--- src/rtl/isa_host_pkg.sv ---
package isa_host_pkg;

  // ****************************************
  // timing
  // ****************************************
  localparam int unsigned CLK_MHZ          = 200;
  localparam int unsigned SOCK_CLK_MHZ     = 25;
  // 200 MHz / 25 MHz = 8 core cycles per socket timing period
  localparam int unsigned SOCK_DIV         = CLK_MHZ / SOCK_CLK_MHZ;
  // 14.318 MHz oscillator, scaled by 1000; the phase accumulator steps in MHz and does not use it
  localparam int unsigned OSC_KHZ          = 14318;
  localparam int unsigned SOCK_KHZ         = 25000;
  localparam int unsigned WAIT_CYCLES      = 4;
  localparam int unsigned SYNC_STAGES      = 3;

  // ****************************************
  // irq pin index positions
  // ****************************************
  localparam int unsigned IRQ_W            = 8;
  localparam int unsigned IRQ_DACK_BIT     = 6;
  localparam int unsigned IRQ_DREQ_BIT     = 7;
  // low six lines map to irq 14, 11, 7, 5, 4, 3

  // ****************************************
  // bus carriers
  // ****************************************
  typedef struct packed {
    logic [23:17] la;
    logic [16:0]  sa;
    logic         sbhe_n;
    logic         ior_n;
    logic         iow_n;
    logic         memr_n;
    logic         memw_n;
    logic         refresh_n;
    logic         ale;
    logic         aen;
  } isa_ctl_s;

  typedef struct packed {
    logic        valid;
    logic        is_mem;
    logic        is_write;
    logic [23:0] addr;
    logic        hi_byte;
    logic        lo_byte;
  } access_s;

  typedef enum logic [1:0] {
    W_BYTE_LO,
    W_BYTE_HI,
    W_WORD
  } width_e;

endpackage

--- src/rtl/isa_host_side.sv ---
`timescale 1ns/1ps
module isa_host_side
  import isa_host_pkg::*;
#(
  parameter logic [23:0] MEM_BASE  = 24'h0d0000,
  parameter logic [23:0] MEM_MASK  = 24'hff0000,
  parameter logic [15:0] IO_BASE   = 16'h03e0,
  parameter logic [15:0] IO_MASK   = 16'hfffe,
  parameter int unsigned WAIT_N    = WAIT_CYCLES
) (
  // clock and reset
  input  wire logic             MCLK_IN,
  input  wire logic             RST_N_IN,
  input  wire logic             SYSTEM_POWER_OK_IN,
  // isa control and address
  input  wire isa_host_pkg::isa_ctl_s ISA_IN,
  // isa data
  input  wire logic [15:0]      SD_IN,
  output logic [15:0]           SD_OUT,
  output logic [1:0]            SD_OE_OUT,
  // acknowledges
  output logic                  MEMCS16_OE_OUT,
  output logic                  IOCS16_OE_OUT,
  output logic                  CHRDY_OE_OUT,
  output logic                  ZWS_OE_OUT,
  // interrupt and dma pins
  input  wire logic [IRQ_W-1:0] IRQ_IN,
  output logic [IRQ_W-1:0]      IRQ_OUT,
  output logic [IRQ_W-1:0]      IRQ_OE_OUT,
  input  wire logic             SUPPLY_OK_SIGNAL_IN,
  // user side configuration and events
  input  wire logic             DMA_MODE_IN,
  input  wire logic             BYPASS_SYNTH_IN,
  input  wire logic             MEM16_IN,
  input  wire logic             IO16_IN,
  input  wire logic             READY_IN,
  input  wire logic [IRQ_W-1:0] CARD_IRQ_IN,
  input  wire logic             DMA_REQ_IN,
  input  wire logic [15:0]      RD_DATA_IN,
  output logic [15:0]           WR_DATA_OUT,
  output isa_host_pkg::access_s ACCESS_OUT,
  output logic                  TC_OUT,
  output logic                  SOCK_TICK_OUT
);
  // the wait counter is eight bits wide and a zero count would skip the stretch
  if (WAIT_N < 1 || WAIT_N > 255) begin : g_wait_range
    $error("WAIT_N out of range");
  end

  // ****************************************
  // reset from power-ok
  // ****************************************
  logic rst_n;
  assign rst_n = RST_N_IN & SYSTEM_POWER_OK_IN;

  // ****************************************
  // input synchronisers, three stages
  // ****************************************
  localparam int unsigned SW = $bits(isa_ctl_s) + 3;
  logic [SW-1:0] s1_q, s2_q, s3_q;
  always_ff @(posedge MCLK_IN or negedge rst_n) begin
    if (!rst_n) begin
      s1_q <= '1;
      s2_q <= '1;
      s3_q <= '1;
    end else begin
      s1_q <= {ISA_IN, IRQ_IN[IRQ_DACK_BIT], SUPPLY_OK_SIGNAL_IN, 1'b1};
      s2_q <= s1_q;
      s3_q <= s2_q;
    end
  end

  // a change is only taken once the last two stages agree
  logic [SW-1:0] f_q;
  always_ff @(posedge MCLK_IN or negedge rst_n) begin
    if (!rst_n) f_q <= '1;
    else f_q <= (s2_q & s3_q) | (f_q & (s2_q | s3_q));
  end

  isa_ctl_s bus;
  logic     dack_n, tc_in;
  assign bus    = f_q[SW-1:3];
  assign dack_n = f_q[2];
  assign tc_in  = f_q[1];

  // ****************************************
  // address latch and decode
  // ****************************************
  logic [23:17] la_q;
  always_ff @(posedge MCLK_IN or negedge rst_n) begin
    if (!rst_n) la_q <= '0;
    else if (bus.ale) la_q <= bus.la;
  end

  logic [23:0] maddr;
  logic        mem_hit, io_hit, dreq_q;
  assign maddr   = {la_q, bus.sa};
  assign mem_hit = ((maddr & MEM_MASK) == (MEM_BASE & MEM_MASK));
  assign io_hit  = ((bus.sa[15:0] & IO_MASK) == (IO_BASE & IO_MASK));

  // byte lanes; an 8-bit host keeps SBHE high so only one lane is used
  function automatic width_e lane(input logic sbhe_n, input logic a0);
    if (!sbhe_n && !a0) lane = W_WORD;
    else if (!sbhe_n) lane = W_BYTE_HI;
    else lane = W_BYTE_LO;
  endfunction

  width_e w;
  assign w = lane(bus.sbhe_n, bus.sa[0]);

  logic dma_ok, io_en, mem_rd, mem_wr, io_rd, io_wr, cyc;
  assign dma_ok = DMA_MODE_IN & dreq_q & !dack_n;
  assign io_en  = !bus.aen | dma_ok;
  assign mem_rd = !bus.memr_n & bus.refresh_n & mem_hit;
  assign mem_wr = !bus.memw_n & bus.refresh_n & mem_hit;
  assign io_rd  = !bus.ior_n & io_en & (io_hit | dma_ok);
  assign io_wr  = !bus.iow_n & io_en & (io_hit | dma_ok);
  assign cyc    = mem_rd | mem_wr | io_rd | io_wr;

  // ****************************************
  // cycle control
  // ****************************************
  typedef enum logic [1:0] {IDLE, WAIT, DONE} st_e;
  st_e        st_q;
  logic [7:0] wcnt_q;
  always_ff @(posedge MCLK_IN or negedge rst_n) begin
    if (!rst_n) begin
      st_q   <= IDLE;
      wcnt_q <= '0;
    end else begin
      case (st_q)
        IDLE: if (cyc) begin
          st_q   <= (READY_IN && mem_rd | mem_wr) ? DONE : WAIT;
          wcnt_q <= 8'(WAIT_N);
        end
        WAIT: begin
          if (wcnt_q != 8'h00) wcnt_q <= wcnt_q - 8'h01;
          else if (READY_IN) st_q <= DONE;
        end
        DONE: if (!cyc) st_q <= IDLE;
        default: st_q <= IDLE;
      endcase
    end
  end

  // ****************************************
  // bus outputs
  // ****************************************
  logic rd_any;
  assign rd_any = (mem_rd | io_rd) & (st_q != IDLE);
  always_ff @(posedge MCLK_IN or negedge rst_n) begin
    if (!rst_n) begin
      SD_OUT         <= '0;
      SD_OE_OUT      <= '0;
      MEMCS16_OE_OUT <= 1'b0;
      IOCS16_OE_OUT  <= 1'b0;
      CHRDY_OE_OUT   <= 1'b0;
      ZWS_OE_OUT     <= 1'b0;
      WR_DATA_OUT    <= '0;
      ACCESS_OUT     <= '0;
    end else begin
      MEMCS16_OE_OUT <= mem_hit & MEM16_IN & bus.refresh_n;
      IOCS16_OE_OUT  <= io_hit & IO16_IN & io_en;
      CHRDY_OE_OUT   <= cyc & (st_q != DONE) & !(st_q == IDLE && READY_IN);
      ZWS_OE_OUT     <= (mem_rd | mem_wr) & READY_IN & (st_q != WAIT);
      // high byte from odd address with SBHE low is copied to the low lane as well
      SD_OUT <= (w == W_BYTE_HI && bus.sa[0]) ? {RD_DATA_IN[15:8], RD_DATA_IN[15:8]}
                : RD_DATA_IN;
      SD_OE_OUT[0] <= rd_any & (w != W_BYTE_HI || bus.sa[0]);
      SD_OE_OUT[1] <= rd_any & (w != W_BYTE_LO);
      if ((mem_wr | io_wr) && st_q == IDLE) begin
        WR_DATA_OUT <= SD_IN;
      end
      ACCESS_OUT.valid    <= cyc & (st_q == IDLE);
      ACCESS_OUT.is_mem   <= mem_rd | mem_wr;
      ACCESS_OUT.is_write <= mem_wr | io_wr;
      ACCESS_OUT.addr     <= (mem_rd | mem_wr) ? maddr : {8'h00, bus.sa[15:0]};
      ACCESS_OUT.hi_byte  <= (w != W_BYTE_LO);
      ACCESS_OUT.lo_byte  <= (w != W_BYTE_HI);
    end
  end

  // ****************************************
  // interrupts and dma pins
  // ****************************************
  always_ff @(posedge MCLK_IN or negedge rst_n) begin
    if (!rst_n) begin
      IRQ_OUT    <= '0;
      IRQ_OE_OUT <= '0;
      dreq_q     <= 1'b0;
      TC_OUT     <= 1'b0;
    end else begin
      IRQ_OUT    <= CARD_IRQ_IN;
      IRQ_OE_OUT <= {IRQ_W{1'b1}};
      dreq_q     <= DMA_MODE_IN & DMA_REQ_IN;
      if (DMA_MODE_IN) begin
        IRQ_OE_OUT[IRQ_DACK_BIT] <= 1'b0;
        IRQ_OUT[IRQ_DREQ_BIT]    <= DMA_REQ_IN;
      end
      TC_OUT <= DMA_MODE_IN & tc_in;
    end
  end

  // ****************************************
  // socket timing tick
  // ****************************************
  // no oscillator pin reaches this block, so the synthesiser is a phase
  // accumulator stepping the socket rate against the core rate
  logic [15:0] acc_q;
  always_ff @(posedge MCLK_IN or negedge rst_n) begin
    if (!rst_n) begin
      acc_q         <= '0;
      SOCK_TICK_OUT <= 1'b0;
    end else begin
      if (BYPASS_SYNTH_IN) begin
        acc_q         <= (acc_q >= 16'(SOCK_DIV - 1)) ? 16'h0000 : acc_q + 16'h0001;
        SOCK_TICK_OUT <= (acc_q == 16'h0000);
      end else begin
        acc_q <= (acc_q + 16'(SOCK_CLK_MHZ) >= 16'(CLK_MHZ))
                 ? acc_q + 16'(SOCK_CLK_MHZ) - 16'(CLK_MHZ) : acc_q + 16'(SOCK_CLK_MHZ);
        SOCK_TICK_OUT <= (acc_q + 16'(SOCK_CLK_MHZ) >= 16'(CLK_MHZ));
      end
    end
  end

  // ****************************************
  // checks
  // ****************************************
  refresh_blocks_a: assert property (@(posedge MCLK_IN) disable iff (!rst_n)
    !bus.refresh_n |=> !MEMCS16_OE_OUT && !ZWS_OE_OUT)
    else $error("memory answered in refresh");
  aen_blocks_io_a: assert property (@(posedge MCLK_IN) disable iff (!rst_n)
    bus.aen && !dma_ok |=> !IOCS16_OE_OUT && (!ACCESS_OUT.valid || ACCESS_OUT.is_mem))
    else $error("io taken with aen");
  memcs_follows_a: assert property (@(posedge MCLK_IN) disable iff (!rst_n)
    mem_hit && MEM16_IN && bus.refresh_n |=> MEMCS16_OE_OUT) else $error("memcs16 missing");
  iocs_follows_a: assert property (@(posedge MCLK_IN) disable iff (!rst_n)
    io_hit && IO16_IN && !bus.aen |=> IOCS16_OE_OUT) else $error("iocs16 missing");
  chrdy_release_a: assert property (@(posedge MCLK_IN) disable iff (!rst_n)
    !cyc |=> !CHRDY_OE_OUT) else $error("ready held without cycle");
  data_float_a: assert property (@(posedge MCLK_IN) disable iff (!rst_n)
    !(mem_rd || io_rd) |=> SD_OE_OUT == 2'b00) else $error("data driven outside read");
  dack_input_a: assert property (@(posedge MCLK_IN) disable iff (!rst_n)
    DMA_MODE_IN |=> !IRQ_OE_OUT[IRQ_DACK_BIT]) else $error("dack pin driven");
  dreq_drive_a: assert property (@(posedge MCLK_IN) disable iff (!rst_n)
    DMA_MODE_IN && DMA_REQ_IN |=> IRQ_OUT[IRQ_DREQ_BIT]) else $error("dreq not driven");
  zws_no_wait_a: assert property (@(posedge MCLK_IN) disable iff (!rst_n)
    st_q == WAIT |=> !ZWS_OE_OUT) else $error("zero wait during wait");
  tc_gate_a: assert property (@(posedge MCLK_IN) disable iff (!rst_n)
    !DMA_MODE_IN |=> !TC_OUT) else $error("tc outside dma");

endmodule
--- config.mk ---
export PLATFORM = sky130hd
export DESIGN_NAME = isa_host_side
export DESIGN_NICKNAME = d
export VERILOG_FILES = /design/src/rtl/isa_host_pkg.sv /design/src/rtl/isa_host_side.sv
export SDC_FILE = /design/constraint.sdc
export NUM_CORES = 1
export LEC_CHECK = 0
export BUFFER_PORTS_ARGS = -buffer_cell sky130_fd_sc_hd__buf_2
export CAP_MARGIN = 40
export CORE_MARGIN = 2
export CORE_UTILIZATION = 49
export DETAILED_ROUTE_END_ITERATION = 8
export GPL_TIMING_DRIVEN = 0
export MAX_ROUTING_LAYER = met4
export PLACE_DENSITY = 0.75
export SLEW_MARGIN = 30
export SYNTH_ARGS = -nofsm -noshare
export SYNTH_HDL_FRONTEND = slang
export SYNTH_SLANG_ARGS = --single-unit
export TNS_END_PERCENT = 10
--- constraint.sdc ---
create_clock -name MCLK_IN -period 8.6 [get_ports MCLK_IN]
set_input_delay 0.43 -clock MCLK_IN [delete_from_list [all_inputs] [get_ports MCLK_IN]]
set_output_delay 0.43 -clock MCLK_IN [all_outputs]
set_load 0.005 [all_outputs]
Word-level counts from Yosys, hierarchy flattened

Index checks and enable logic that the tools add are counted.

Add/subtract/negate cells: 4
Order comparisons: 2
Equal/unequal tests: 13
Mux-type cells: 19
Bitwise operators: 36
Reduce and logical (&&, ||, !) cells: 23

Operators with widths:

| operator                                             | number |
|---|---|
| bitwise AND 35 bit                                   | 2 |
| bitwise OR 35 bit                                    | 2 |
| 2-to-1 mux 16 bit                                    | 3 |
| bitwise AND 1 bit                                    | 25 |
| 2-to-1 mux 24 bit                                    | 1 |
| 2-to-1 mux 8 bit                                     | 3 |
| adder 16 x 1 -> 16 bit, second input constant        | 1 |
| adder 16 x 5 -> 16 bit, second input constant        | 1 |
| >= comparator 16 x 3 -> 1 bit, second input constant | 1 |
| >= comparator 16 x 8 -> 1 bit, second input constant | 1 |
| zero test 16 bit                                     | 1 |
| case mux 8 bit (2 select lines)                      | 1 |
| subtractor 16 x 8 -> 16 bit, second input constant   | 1 |
| equality test 15 x 9 -> 1 bit, second input constant | 1 |
| 2-to-1 mux 2 bit                                     | 6 |
| != test 2 bit, second input constant                 | 6 |
| zero test 1 bit                                      | 9 |
| equality test 8 x 4 -> 1 bit, second input constant  | 1 |
| nonzero test 8 bit                                   | 1 |
| subtractor 8 x 1 -> 8 bit, second input constant     | 1 |
| bitwise OR 1 bit                                     | 7 |
| case mux 2 bit (3 select lines)                      | 1 |
| nonzero test 2 bit                                   | 3 |
| logical AND 1 bit                                    | 5 |
| other kinds (8)                                      | 13 |

Register bits: 256
Input bits: 90
Output and inout bits: 85
Logic and storage cells: 123

Logic depth before layout (Yosys ltp)

Gate-level depths: netlist (run 1).

Word-level depth: 9
Depth in mapped cells: 8

Least setup slack after synthesis (run 1)

Ideal clock, no wire load.

Kind: reg-to-reg
From: register acc_q[0]
To: register acc_q[3]
Setup time: 80 ps
Arrival: 2358 ps
Slack: 6162 ps
Stages on the path, launching flop included: 8
Path buffers: 0
Period minus slack after synthesis: 2438 ps
Cells stage by stage: dfrtp_1 > ha_1 > a211o_1 > a41oi_1 > o21ai_1 > a221o_2 > nor4_2 > mux2i_1

Longest elaborated chain between the ends: 4
Elaborated cells on any way between the ends: 8
Classes of those cells: add/sub: 3; order compare: 2; mux: 3

RTL lines:

| element                                                                      | RTL line                                   | source |
|---|---|---|
| from (decl)                                                                  | isa_host_side.sv:209                       | `logic [15:0] acc_q;` |
| from (signal assigned)                                                       | isa_host_side.sv:216                       | `acc_q <= (acc_q >= 16'(SOCK_DIV - 1)) ? 16'h0000 : acc_q + 16'h0001;` |
| from (signal assigned)                                                       | isa_host_side.sv:219                       | `acc_q <= (acc_q + 16'(SOCK_CLK_MHZ) >= 16'(CLK_MHZ))` |
| adder 16 x 5 -> 16 bit                                                       | isa_host_side.sv:219, isa_host_side.sv:220 |  |
| subtractor 16 x 8 -> 16 bit or >= comparator 16 x 8 -> 1 bit (tied branches) | isa_host_side.sv:220, isa_host_side.sv:219 |  |
| 2-to-1 mux 16 bit                                                            | isa_host_side.sv:220                       | `? acc_q + 16'(SOCK_CLK_MHZ) - 16'(CLK_MHZ) : acc_q + 16'(SOCK_CLK_MHZ);` |
| 2-to-1 mux 16 bit *                                                          | isa_host_side.sv:215                       | `if (BYPASS_SYNTH_IN) begin` |

Mark *: on every way between the ends. The rest lies on a longest branch, timed or not.
A chain may end at the register's enable or synchronous reset.

Worst setup path in the final report (run 1)

From: register f_q[16]
To: register WR_DATA_OUT[9]

Longest elaborated chain between the ends: 5

RTL lines:

| element                       | RTL line             | source |
|---|---|---|
| from (decl)                   | isa_host_side.sv:74  | `logic [SW-1:0] f_q;` |
| from (signal assigned)        | isa_host_side.sv:77  | `else f_q <= (s2_q & s3_q) \| (f_q & (s2_q \| s3_q));` |
| equality test 15 x 9 -> 1 bit | isa_host_side.sv:99  | `assign io_hit = ((bus.sa[15:0] & IO_MASK) == (IO_BASE & IO_MASK));` |
| bitwise OR 1 bit              | isa_host_side.sv:117 | `assign io_wr = !bus.iow_n & io_en & (io_hit \| dma_ok);` |
| bitwise AND 1 bit             | isa_host_side.sv:117 |  |
| bitwise OR 1 bit              | isa_host_side.sv:171 | `if ((mem_wr \| io_wr) && st_q == IDLE) begin` |
| logical AND 1 bit             | isa_host_side.sv:171 |  |
| to (signal assigned)          | isa_host_side.sv:159 | `WR_DATA_OUT <= '0;` |
| to (signal assigned)          | isa_host_side.sv:172 | `WR_DATA_OUT <= SD_IN;` |
| to (decl)                     | isa_host_side.sv:40  | `output logic [15:0] WR_DATA_OUT,` |

Every way passes these cells.

==> summary.log, run 1 <==
INFO  worst_setup_path timing.critical_path.arrival=3.20ns
INFO  global_route   largest_net_degree_at_the_start_of_global_routing=49
INFO  hold_path      holdPathEnd=SD_OUT[8]$_DFF_PN0_
INFO  timing         timing.final.crit_period=2.80ns
INFO  routing        routed.top_layer=met4
INFO  synthesis      synth_compound_gate_area_share=4.98%
INFO  timing         timing.slew.headroom=55.2%
INFO  hold_path      hold_start=RD_DATA_IN[8]
INFO  worst_setup_path cp.required=8.99ns
INFO  final_layout   top_library_cells_by_usage_in_the_layout_fill_and_taps_aside=sky130_fd_sc_hd__buf_2, sky130_fd_sc_hd__dfstp_2, sky130_fd_sc_hd__dfrtp_1, sky130_fd_sc_hd__dlygate4sd3_1, sky130_fd_sc_hd__maj3_1
INFO  worst_setup_path timing.rr.end=WR_DATA_OUT[9]$_DFFE_PN0P_
INFO  power          power.total=3.08mW
INFO  synthesis      synth_top_flop_cell=sky130_fd_sc_hd__dfstp_2
INFO  synthesis      post_synth_fa_ha_maj_area_fraction=4.76%
INFO  hold_path      timing.hold.worst_path_depth=1
INFO  final_layout   flow.area_growth_from_synthesis=29.8%
INFO  worst_setup_path critical_path.endpoint_type=flip-flop
INFO  routing        met3_wirelength=806microns
INFO  clocking       clk_path_buf_depth=3
INFO  timing         rsz_0062_raised_after_global_routing=false
INFO  final_layout   layout_commonest_cell=sky130_fd_sc_hd__buf_2
INFO  worst_setup_path r2r_cells=7
INFO  global_route   grt.overflow.total=0
INFO  routing        drtPass1Iterations=4
INFO  placement      postPlaceCellArea=9960squm
INFO  die            floorplan.initialDensity=50.3%
INFO  routing        antenna_violating_nets_post_route=0
INFO  routing        dr.first_iter.drc_count=213
INFO  clocking       clock_tree.root_cell=sky130_fd_sc_hd__clkbuf_16
INFO  final_layout   fin_nets=902
INFO  clocking       cts_made_buffers=25
INFO  timing         max_clock_freq=0.357GHz
INFO  synthesis      synth.lib_cells_used.distinct=70
INFO  clocking       post_cts.repair.setup_buffers=0
INFO  placement      routabilityCongestion=0.851
INFO  die            design.portCount=175
INFO  synthesis      ys_warn_count=0
INFO  synthesis      postSynth.asyncResetShare=100%
INFO  global_route   track_usage=19.7%
INFO  die            core_area=17400squm
INFO  final_layout   n_fill_cell=1240
INFO  placement      post-dp-hpwl=11600microns
INFO  status         status=complete, no violations
INFO  synthesis      synth_cells=561
INFO  routing        met2_wirelength=9800microns
INFO  clocking       insertion_delay=0.52ns
INFO  timing         final.setup_skew=0.0114ns
INFO  routing        vias=5259
INFO  timing         worst_pin_slew=0.673ns
INFO  die            floorplan.die.width=137microns
INFO  worst_setup_path r2r_slack=5.80ns
INFO  routing        avgViaCountPerCell=4.99
INFO  global_route   first_pass_grt_wire_length=28000microns
INFO  routing        detail_route.wirelength.met1=6890microns
INFO  worst_setup_path setup.worst_path.class=reg -> reg
INFO  synthesis      dominant_combinational_cell_family_by_area_after_synthesis=simple AND/OR/NAND/NOR gates
INFO  final_layout   layout.core_utilization=65.3%
INFO  synthesis      synthXorXnorAreaFrac=2.42%
INFO  power          cellPowerDensity=272nW/um^2
INFO  placement      port_buffers=166
INFO  timing         setup-violations-final=0
INFO  final_layout   final_area=11300squm
INFO  synthesis      yosys_register_bits=249
INFO  flow_run       max_cap_violations=0
INFO  timing         period_share=32.6%
INFO  worst_setup_path startpoint=f_q[16]$_DFF_PN1_
INFO  timing         hold_viol=0
INFO  timing         report.final.slew_viol_count=0
INFO  worst_setup_path regToRegStartpoint=f_q[16]$_DFF_PN1_
INFO  synthesis      muxShareOfSynthArea=4.57%
INFO  die            dieHeight=137microns
INFO  die            floorplan.die_area=18900squm
INFO  die            placementRows=48
INFO  clocking       cts_num_sinks=249
INFO  routing        detail_route.drc_violations=0
INFO  final_layout   final_layout_size_suffix_gt1_share=50.1%
INFO  power          irDropWorstVdd=201uV
INFO  routing        wl_per_cell=17.0microns
INFO  synthesis      syn-cell-area=8720squm
INFO  synthesis      ys_seq_area_share=73.4%
INFO  global_route   vias_in_the_first_global_route=5416
INFO  worst_setup_path crit_path_start_kind=flip-flop
INFO  global_route   antenna_found_initial=1
INFO  synthesis      synth_edf_count=0
INFO  power          static-leakage-power=5.12nW
INFO  worst_setup_path cp_max_fo=10
INFO  clocking       ctsHtreeMaxLevel=1
INFO  clocking       clock_tree_from_tritoncts=done
INFO  clocking       cts.clk_slew.worst_paths=0.06ns
INFO  synthesis      yosys.area_share.simple=7.89%
INFO  synthesis      postSynthAreaPerCell=15.6squm
INFO  hold_path      holdCritPathClass=in -> reg
INFO  routing        detail_route.wirelength=17900microns
## synth_stat cells, types with 6 or more instances
| cell type | number | area share, % |
|---|---|---|
| sky130_fd_sc_hd__a21oi_1 | 13 | 0.75 |
| sky130_fd_sc_hd__and2_1 | 9 | 0.65 |
| sky130_fd_sc_hd__buf_4 | 9 | 0.77 |
| sky130_fd_sc_hd__clkbuf_1 | 6 | 0.26 |
| sky130_fd_sc_hd__dfrtp_1 | 113 | 32 |
| sky130_fd_sc_hd__dfstp_2 | 136 | 41 |
| sky130_fd_sc_hd__ha_1 | 6 | 0.86 |
| sky130_fd_sc_hd__inv_1 | 12 | 0.52 |
| sky130_fd_sc_hd__maj3_1 | 34 | 3.9 |
| sky130_fd_sc_hd__mux2_2 | 31 | 4.0 |
| sky130_fd_sc_hd__nand2_1 | 23 | 0.99 |
| sky130_fd_sc_hd__nand3_1 | 7 | 0.40 |
| sky130_fd_sc_hd__nand4_1 | 8 | 0.57 |
| sky130_fd_sc_hd__nor2_1 | 26 | 1.1 |
| sky130_fd_sc_hd__nor3_1 | 6 | 0.34 |
| sky130_fd_sc_hd__nor4_1 | 6 | 0.43 |
| sky130_fd_sc_hd__o21ai_0 | 6 | 0.34 |
| sky130_fd_sc_hd__xnor2_1 | 16 | 1.6 |
## logic make-up (layout without fill, tap and decap cells)
family,after synthesis,in the layout
AND/OR/NAND/NOR,121,121
adder cells (fa/ha/maj),40,40
multiplexers,36,36
flip-flops,249,249
XOR/XNOR,22,22
AO/OA/AOI/OAI,60,60
other,2,9
buffers and inverters,31,291
## power breakdown
part / leakage (nW) / total [mW] / internal, mW / switching, mW
clock: 0.453 / 1.19 / 0.749 / 0.439
sequential: 2.86 / 1.37 / 1.30 / 0.0677
combinational: 1.81 / 0.528 / 0.234 / 0.294
## critical path, stage by stage (launching register included)
cell and delay [ns]:
sky130_fd_sc_hd__dfstp_2 0.54, sky130_fd_sc_hd__nor4b_1 0.34, sky130_fd_sc_hd__nand4_1 0.26, sky130_fd_sc_hd__o21a_1 0.28
sky130_fd_sc_hd__o22ai_1 0.23, sky130_fd_sc_hd__nand2_1 0.30, sky130_fd_sc_hd__clkbuf_1 0.36, sky130_fd_sc_hd__mux2_2 0.36
## worst max-delay path by stage
stage | endpoint | slack (ns) | cells after the start
6_report | WR_DATA_OUT[9]$_DFFE_PN0P_ | 5.80 | 7
5_1_grt | acc_q[14]$_DFF_PN0_ | 5.54 | 7
4_1_cts | WR_DATA_OUT[9]$_DFFE_PN0P_ | 5.77 | 7
3_5_place_dp | WR_DATA_OUT[9]$_DFFE_PN0P_ | 5.80 | 7
3_3_place_gp | ACCESS_OUT[0]$_DFF_PN0_ | -1.89 | 2
2_1_floorplan | ACCESS_OUT[0]$_DFF_PN0_ | 0.37 | 1
## registers in the layout, summed over array words and instances, names as in the netlist, 16 cells and up
name	flops
s2_q	34
s1_q	34
ACCESS_OUT	29
acc_q	16
SD_OUT	16
WR_DATA_OUT	16
f_q	34
s3_q	34
## final cells by class
cell class              instances  area, sq um  area share [%]
repair buffers                214         1370            12.1
multi-input cells             285         2170            19.2
well taps                     225          282            2.49
inverters                      12         45.0           0.398
clock inverters                 9          188            1.66
flip-flops and latches        249         6400            56.5
clock buffers                  37          741            6.54
diodes                          3         7.51          0.0663
plain buffers                  19          123            1.08
## metrics by stage
stage / TNS [ns] / std cells / hold slack (ns) / setup WS, ns
6_report: 0 / 1053 / 0.0336 / 5.80
3_3_place_gp: -212.66 / 956 / 0.346 / -1.89
4_1_cts: 0 / 1047 / 0.00224 / 5.77
2_1_floorplan: 0 / 565 / 0.345 / 0.371
3_5_place_dp: 0 / 961 / 0.347 / 5.80
5_1_grt: 0 / 1051 / 0.0137 / 5.54
## layer usage
metal | up-vias | GRT usage [%]
li1 | 2428 | -
met1 | 2690 | 23.3
met2 | 115 | 34.9
met3 | 26 | 2.94
met4 | 0 | 5.67
met5 | - | -
## repair_timing
| item | CTS | global route |
|---|---|---|
| hold buffers | 40 | 2 |
| gates resized for setup | 0 | 0 |
| endpoints found under the hold margin | 48 | 2 |
(Power assumes the default switching activity.)
==> run 2: changes to the inputs <==
--- a/config.mk
+++ b/config.mk
@@ -8,11 +8,11 @@
 export BUFFER_PORTS_ARGS = -buffer_cell sky130_fd_sc_hd__buf_2
 export CAP_MARGIN = 40
 export CORE_MARGIN = 2
-export CORE_UTILIZATION = 49
+export CORE_UTILIZATION = 54
 export DETAILED_ROUTE_END_ITERATION = 8
 export GPL_TIMING_DRIVEN = 0
 export MAX_ROUTING_LAYER = met4
-export PLACE_DENSITY = 0.75
+export PLACE_DENSITY = 0.79
 export SLEW_MARGIN = 30
 export SYNTH_ARGS = -nofsm -noshare
 export SYNTH_HDL_FRONTEND = slang
==> constraint.sdc (replaced) <==
create_clock -name MCLK_IN -period 2.9 [get_ports MCLK_IN]
set_input_delay 0.145 -clock MCLK_IN [delete_from_list [all_inputs] [get_ports MCLK_IN]]
set_output_delay 0.145 -clock MCLK_IN [all_outputs]
set_load 0.005 [all_outputs]
==> summary.log, run 2 (synthesized netlist as in run 1, its figures left out) <==
INFO  status         status=complete, no violations
INFO  timing         totalNegativeSetupSlack=0ns
INFO  routing        dr.first_iter.drc_count=391
INFO  placement      routabilityCongestion=0.867
INFO  routing        vias=5491
INFO  timing         report.final.slew_viol_count=0
INFO  routing        drtPass1Iterations=4
INFO  power          static-leakage-power=5.25nW
INFO  final_layout   final_layout_size_suffix_gt1_share=47.6%
INFO  routing        wl_per_cell=17.1microns
INFO  clocking       ctsHtreeMaxLevel=1
INFO  die            core_area=15800squm
INFO  timing         holdWs=0.245ns
INFO  power          power.total=8.90mW
INFO  worst_setup_path cp_max_fo=8
INFO  timing         hold_viol=0
INFO  worst_setup_path setup.worst_path.class=reg -> reg
INFO  hold_path      holdCritPathClass=in -> async
INFO  clocking       cts_made_buffers=25
INFO  final_layout   fin_nets=942
INFO  timing         rsz_0062_raised_after_global_routing=false
INFO  final_layout   layout_commonest_cell=sky130_fd_sc_hd__buf_2
INFO  clocking       clock_tree.root_cell=sky130_fd_sc_hd__clkbuf_16
INFO  placement      placed_cells_incl_taps=952
INFO  timing         final.setup_skew=0.0118ns
INFO  timing         setup-violations-final=0
INFO  worst_setup_path crit_path_start_kind=flip-flop
INFO  worst_setup_path timing.critical_path.arrival=3.03ns
INFO  clocking       cts.clk_slew.worst_paths=0.06ns
INFO  final_layout   ff_latch_area=6400squm
INFO  global_route   grt.overflow.total=0
INFO  routing        antenna_violating_nets_post_route=0
INFO  die            placementRows=46
INFO  clocking       clk_path_buf_depth=3
INFO  global_route   track_usage=22.8%
INFO  routing        detail_route.wirelength=18500microns
INFO  timing         timing.final.crit_period=2.65ns
INFO  timing         timing.slew.headroom=35.1%
INFO  flow_run       max_cap_violations=0
INFO  global_route   first_pass_grt_wire_length=30600microns
INFO  global_route   antenna_found_initial=1
INFO  placement      port_buffers=166
INFO  final_layout   flow.area_growth_from_synthesis=33.6%
INFO  final_layout   top_library_cells_by_usage_in_the_layout_fill_and_taps_aside=sky130_fd_sc_hd__buf_2, sky130_fd_sc_hd__dfstp_2, sky130_fd_sc_hd__dfrtp_1, sky130_fd_sc_hd__dlygate4sd3_1, sky130_fd_sc_hd__maj3_1
INFO  die            design.portCount=175
INFO  die            floorplan.initialDensity=55.1%
INFO  timing         max_clock_freq=0.377GHz
INFO  die            floorplan.die_area=17200squm
INFO  timing         period_share=91.4%
INFO  placement      post-dp-hpwl=11400microns
INFO  global_route   largest_net_degree_at_the_start_of_global_routing=56
INFO  clocking       post_cts.repair.setup_buffers=0
INFO  routing        detail_route.drc_violations=0
INFO  final_layout   n_fill_cell=939
INFO  final_layout   combined_area_of_the_multi_input_logic_cells=2200squm
INFO  power          cellPowerDensity=764nW/um^2
INFO  final_layout   finish.cell_count_without_fillers=1081
INFO  global_route   vias_in_the_first_global_route=6103
INFO  power          irDropWorstVdd=548uV
INFO  die            dieHeight=131microns
INFO  clocking       insertion_delay=0.52ns
INFO  routing        avgViaCountPerCell=5.08
INFO  clocking       cts_num_sinks=249
INFO  worst_setup_path cp.required=3.28ns
INFO  die            floorplan.die.width=131microns
INFO  timing         worst_pin_slew=0.971ns
INFO  clocking       clock_tree_from_tritoncts=done
INFO  worst_setup_path critical_path.endpoint_type=flip-flop
## run 2: routing by layer
layer | routed length (microns) | part of all wire (%) | vias to the layer above | GRT usage [%]
met2 | 9390 | 51 | 157 | 38.2
li1 | - | - | 2520 | -
met5 | 0 | 0 | - | -
met1 | 7800 | 42 | 2768 | 28.7
met3 | 821 | 4.4 | 46 | 3.74
met4 | 491 | 2.7 | 0 | 7.55
## run 2: repair_timing
action | CTS | global route
gates resized for setup | 0 | 5
hold endpoints to repair | 113 | 0
hold buffers | 83 | 0
setup endpoints to repair | 0 | 6
## run 2: worst paths after layout
kind	startpoint	endpoint	slack (ns)	cells after the start
max	acc_q[1]$_DFF_PN0_	acc_q[4]$_DFF_PN0_	0.25	8
min	SYSTEM_POWER_OK_IN	SOCK_TICK_OUT$_DFF_PN0_	0.24	4
max reg2reg	acc_q[1]$_DFF_PN0_	acc_q[4]$_DFF_PN0_	0.25	8
min reg2reg	s1_q[4]$_DFF_PN1_	s2_q[4]$_DFF_PN1_	0.35	0
max in group asynchronous	RST_N_IN	s3_q[2]$_DFF_PN1_	1.75	6
min in group MCLK_IN	ISA_IN[19]	s1_q[22]$_DFF_PN1_	0.26	2
## run 2: area by class of cell
cell class | instances | area share [%]
plain buffers | 19 | 1.05
repair buffers | 254 | 15.3
inverters | 12 | 0.387
well taps | 216 | 2.32
multi-input cells | 285 | 18.9
clock buffers | 40 | 6.28
flip-flops and latches | 249 | 54.9
diodes | 1 | 0.0215
clock inverters | 5 | 0.805
## run 2: power by group
part	internal [mW]	switching (mW)	leakage, nW
registers	3.86	0.204	2.86
clock network	1.91	1.28	0.402
logic	0.744	0.901	1.99
## run 2: through the flow
step                utilization (%)  cell area, sq um  setup slack, ns
global placement               62.2              9840           -0.177
finish                         73.6             11700            0.248
detailed placement             62.9              9960            0.164
CTS                            73.4             11600            0.124
global route                   73.6             11700           0.0371
floorplan                         -              8740            0.462
## run 2: critical path, stage by stage, from the launching register on
cell                       delay [ns]
sky130_fd_sc_hd__dfrtp_1         0.45
sky130_fd_sc_hd__ha_2            0.28
sky130_fd_sc_hd__a211o_1         0.22
sky130_fd_sc_hd__nand2_1         0.19
sky130_fd_sc_hd__or2_1           0.25
sky130_fd_sc_hd__buf_2           0.15
sky130_fd_sc_hd__a221o_2         0.45
sky130_fd_sc_hd__nor3_1          0.37
sky130_fd_sc_hd__a211oi_1        0.13
==> run 3: changes to the inputs <==
--- a/config.mk
+++ b/config.mk
@@ -8,11 +8,10 @@
 export BUFFER_PORTS_ARGS = -buffer_cell sky130_fd_sc_hd__buf_2
 export CAP_MARGIN = 40
 export CORE_MARGIN = 2
-export CORE_UTILIZATION = 54
+export CORE_UTILIZATION = 35
 export DETAILED_ROUTE_END_ITERATION = 8
 export GPL_TIMING_DRIVEN = 0
 export MAX_ROUTING_LAYER = met4
-export PLACE_DENSITY = 0.79
 export SLEW_MARGIN = 30
 export SYNTH_ARGS = -nofsm -noshare
 export SYNTH_HDL_FRONTEND = slang
==> summary.log, run 3 (synthesized netlist as in run 1, its figures left out) <==
INFO  global_route   use_met2=21.6%
INFO  clocking       cts_num_sinks=249
INFO  timing         timing.final.crit_period=2.68ns
INFO  worst_setup_path timing.critical_path.arrival=3.09ns
INFO  routing        detail_route.drc_violations=0
INFO  clocking       clock_tree.root_cell=sky130_fd_sc_hd__clkbuf_16
INFO  placement      routabilityCongestion=0.796
INFO  routing        antenna_violating_nets_post_route=0
INFO  global_route   grt.overflow.total=0
INFO  timing         max_clock_freq=0.373GHz
INFO  power          static-leakage-power=5.31nW
INFO  clocking       ctsHtreeMaxLevel=1
INFO  die            floorplan.die.width=162microns
INFO  final_layout   layout_commonest_cell=sky130_fd_sc_hd__buf_2
INFO  routing        drtPass1Iterations=4
INFO  global_route   track_usage=13.7%
INFO  worst_setup_path cp.required=3.31ns
INFO  power          irDropWorstVdd=607uV
INFO  placement      port_buffers=166
INFO  die            core_area=24400squm
INFO  worst_setup_path setup.worst_path.class=reg -> reg
INFO  routing        detail_route.wirelength=17200microns
INFO  final_layout   fin_nets=944
INFO  global_route   grt_use_met1=18.2%
INFO  worst_setup_path crit_path_start_kind=flip-flop
INFO  timing         period_share=92.4%
INFO  timing         report.final.slew_viol_count=0
INFO  global_route   first_pass_grt_wire_length=28300microns
INFO  clocking       insertion_delay=0.54ns
INFO  status         status=complete, no violations
INFO  clocking       post_cts.repair.setup_buffers=0
INFO  timing         timing.slew.headroom=45.3%
INFO  clocking       clk_path_buf_depth=3
INFO  worst_setup_path critical_path.endpoint_type=flip-flop
INFO  timing         final.setup_skew=0.0160ns
INFO  placement      preCtsSetupSlack=0.106ns
INFO  final_layout   flow.area_growth_from_synthesis=36.8%
INFO  power          cellPowerDensity=779nW/um^2
INFO  timing         hold_viol=0
INFO  final_layout   layout.core_utilization=48.9%
INFO  clocking       cts.clk_slew.worst_paths=0.06ns
INFO  routing        vias=5324
INFO  die            floorplan.initialDensity=35.8%
INFO  clocking       clock_tree_from_tritoncts=done
INFO  timing         rsz_0062_raised_after_global_routing=true
INFO  flow_run       max_cap_violations=0
INFO  placement      post-dp-hpwl=10900microns
INFO  global_route   gr-usage-met3=2.91%
INFO  timing         worst_pin_slew=0.817ns
INFO  final_layout   final_layout_size_suffix_gt1_share=48.6%
INFO  timing         timing.final.ws_setup=0.220ns
INFO  routing        wl_per_cell=14.4microns
INFO  final_layout   top_library_cells_by_usage_in_the_layout_fill_and_taps_aside=sky130_fd_sc_hd__buf_2, sky130_fd_sc_hd__dfstp_2, sky130_fd_sc_hd__dfrtp_1, sky130_fd_sc_hd__dlygate4sd3_1, sky130_fd_sc_hd__maj3_1
INFO  global_route   antenna_found_initial=0
INFO  worst_setup_path cp_max_fo=10
INFO  die            design.portCount=175
INFO  die            floorplan.die_area=26200squm
INFO  global_route   largest_net_degree_at_the_start_of_global_routing=49
INFO  clocking       cts_made_buffers=27
INFO  global_route   globalRoute.busiestLayer=met2
INFO  hold_path      holdCritPathClass=in -> reg
INFO  global_route   vias_in_the_first_global_route=5524
INFO  die            placementRows=57
INFO  final_layout   antenna_cells=0
INFO  die            dieHeight=162microns
INFO  timing         setup-violations-final=0
INFO  power          power.total=9.30mW
INFO  routing        avgViaCountPerCell=4.46
INFO  routing        dr.first_iter.drc_count=248
==> run 3: changes by cell type in the layout (fill, tap and decap cells not counted), moves of 2 or more <==
cell                         change
sky130_fd_sc_hd__clkbuf_8        +3
sky130_fd_sc_hd__clkbuf_16       +2
sky130_fd_sc_hd__buf_12          -2
sky130_fd_sc_hd__bufinv_16       +2
sky130_fd_sc_hd__clkbuf_1        -6
sky130_fd_sc_hd__clkinvlp_4      +4
==> run 3: critical path: stages, from the launching register on <==
cell                       delay, ns
sky130_fd_sc_hd__dfstp_2        0.55
sky130_fd_sc_hd__nor4b_1        0.37
sky130_fd_sc_hd__nand4_1        0.29
sky130_fd_sc_hd__o21a_1         0.31
sky130_fd_sc_hd__o22ai_1        0.20
sky130_fd_sc_hd__nand2_1        0.25
sky130_fd_sc_hd__clkbuf_2       0.28
sky130_fd_sc_hd__mux2_2         0.32
==> run 3: report_power, final <==
group,internal (mW),leakage [nW],switching (mW),total [mW]
registers,3.86,2.86,0.189,4.05
logic,0.732,1.99,0.862,1.59
clock network,2.29,0.467,1.37,3.66
total,6.88,5.31,2.42,9.30
==> run 3: per-layer routing <==
layer / part of all wire (%) / routed length, microns
met1: 45 / 7720
met2: 47 / 8060
met3: 6.3 / 1080
met4: 1.7 / 289
met5: 0 / 0
==> run 3: per-stage QoR <==
stage                     setup TNS (ns)  hold WS, ns  instances  cell area [sq um]
after floorplan                        0        0.149        565               8740
after global placement            -51.82        0.250       1055               9980
after detailed placement               0        0.251       1060              10100
after CTS                              0        0.206       1193              11900
after global routing            -0.00486        0.217       1193              11900
final                                  0        0.229       1193              11900
==> run 3: repair_timing <==
item / 4_1_cts / 5_1_grt
hold buffers: 83 / 0
gates resized for setup: 0 / 7
endpoints found under the hold margin: 90 / 0
setup endpoints to repair: 0 / 16
==> run 3: cell type report <==
type                       instances  area (sq um)
buffer                            19           124
sequential                       249          6400
fill                            2125         12500
multi-input combinational        285          2190
clock buffer                      40           805
clock inverter                    10           179
timing repair buffer             254          1780
inverter                          12          45.0
tap                              324           405
==> run 3: path summary, 6_finish.rpt <==
check,start,end,slack (ns),depth (start not counted)
max,f_q[20]$_DFF_PN1_,WR_DATA_OUT[6]$_DFFE_PN0P_,0.22,7
min,BYPASS_SYNTH_IN,acc_q[1]$_DFF_PN0_,0.23,3
max reg2reg,f_q[20]$_DFF_PN1_,WR_DATA_OUT[6]$_DFFE_PN0P_,0.22,7
min reg2reg,s1_q[26]$_DFF_PN1_,s2_q[26]$_DFF_PN1_,0.35,0
max in group asynchronous,RST_N_IN,s3_q[11]$_DFF_PN1_,1.50,6
min in group asynchronous,SYSTEM_POWER_OK_IN,s3_q[14]$_DFF_PN1_,0.50,3
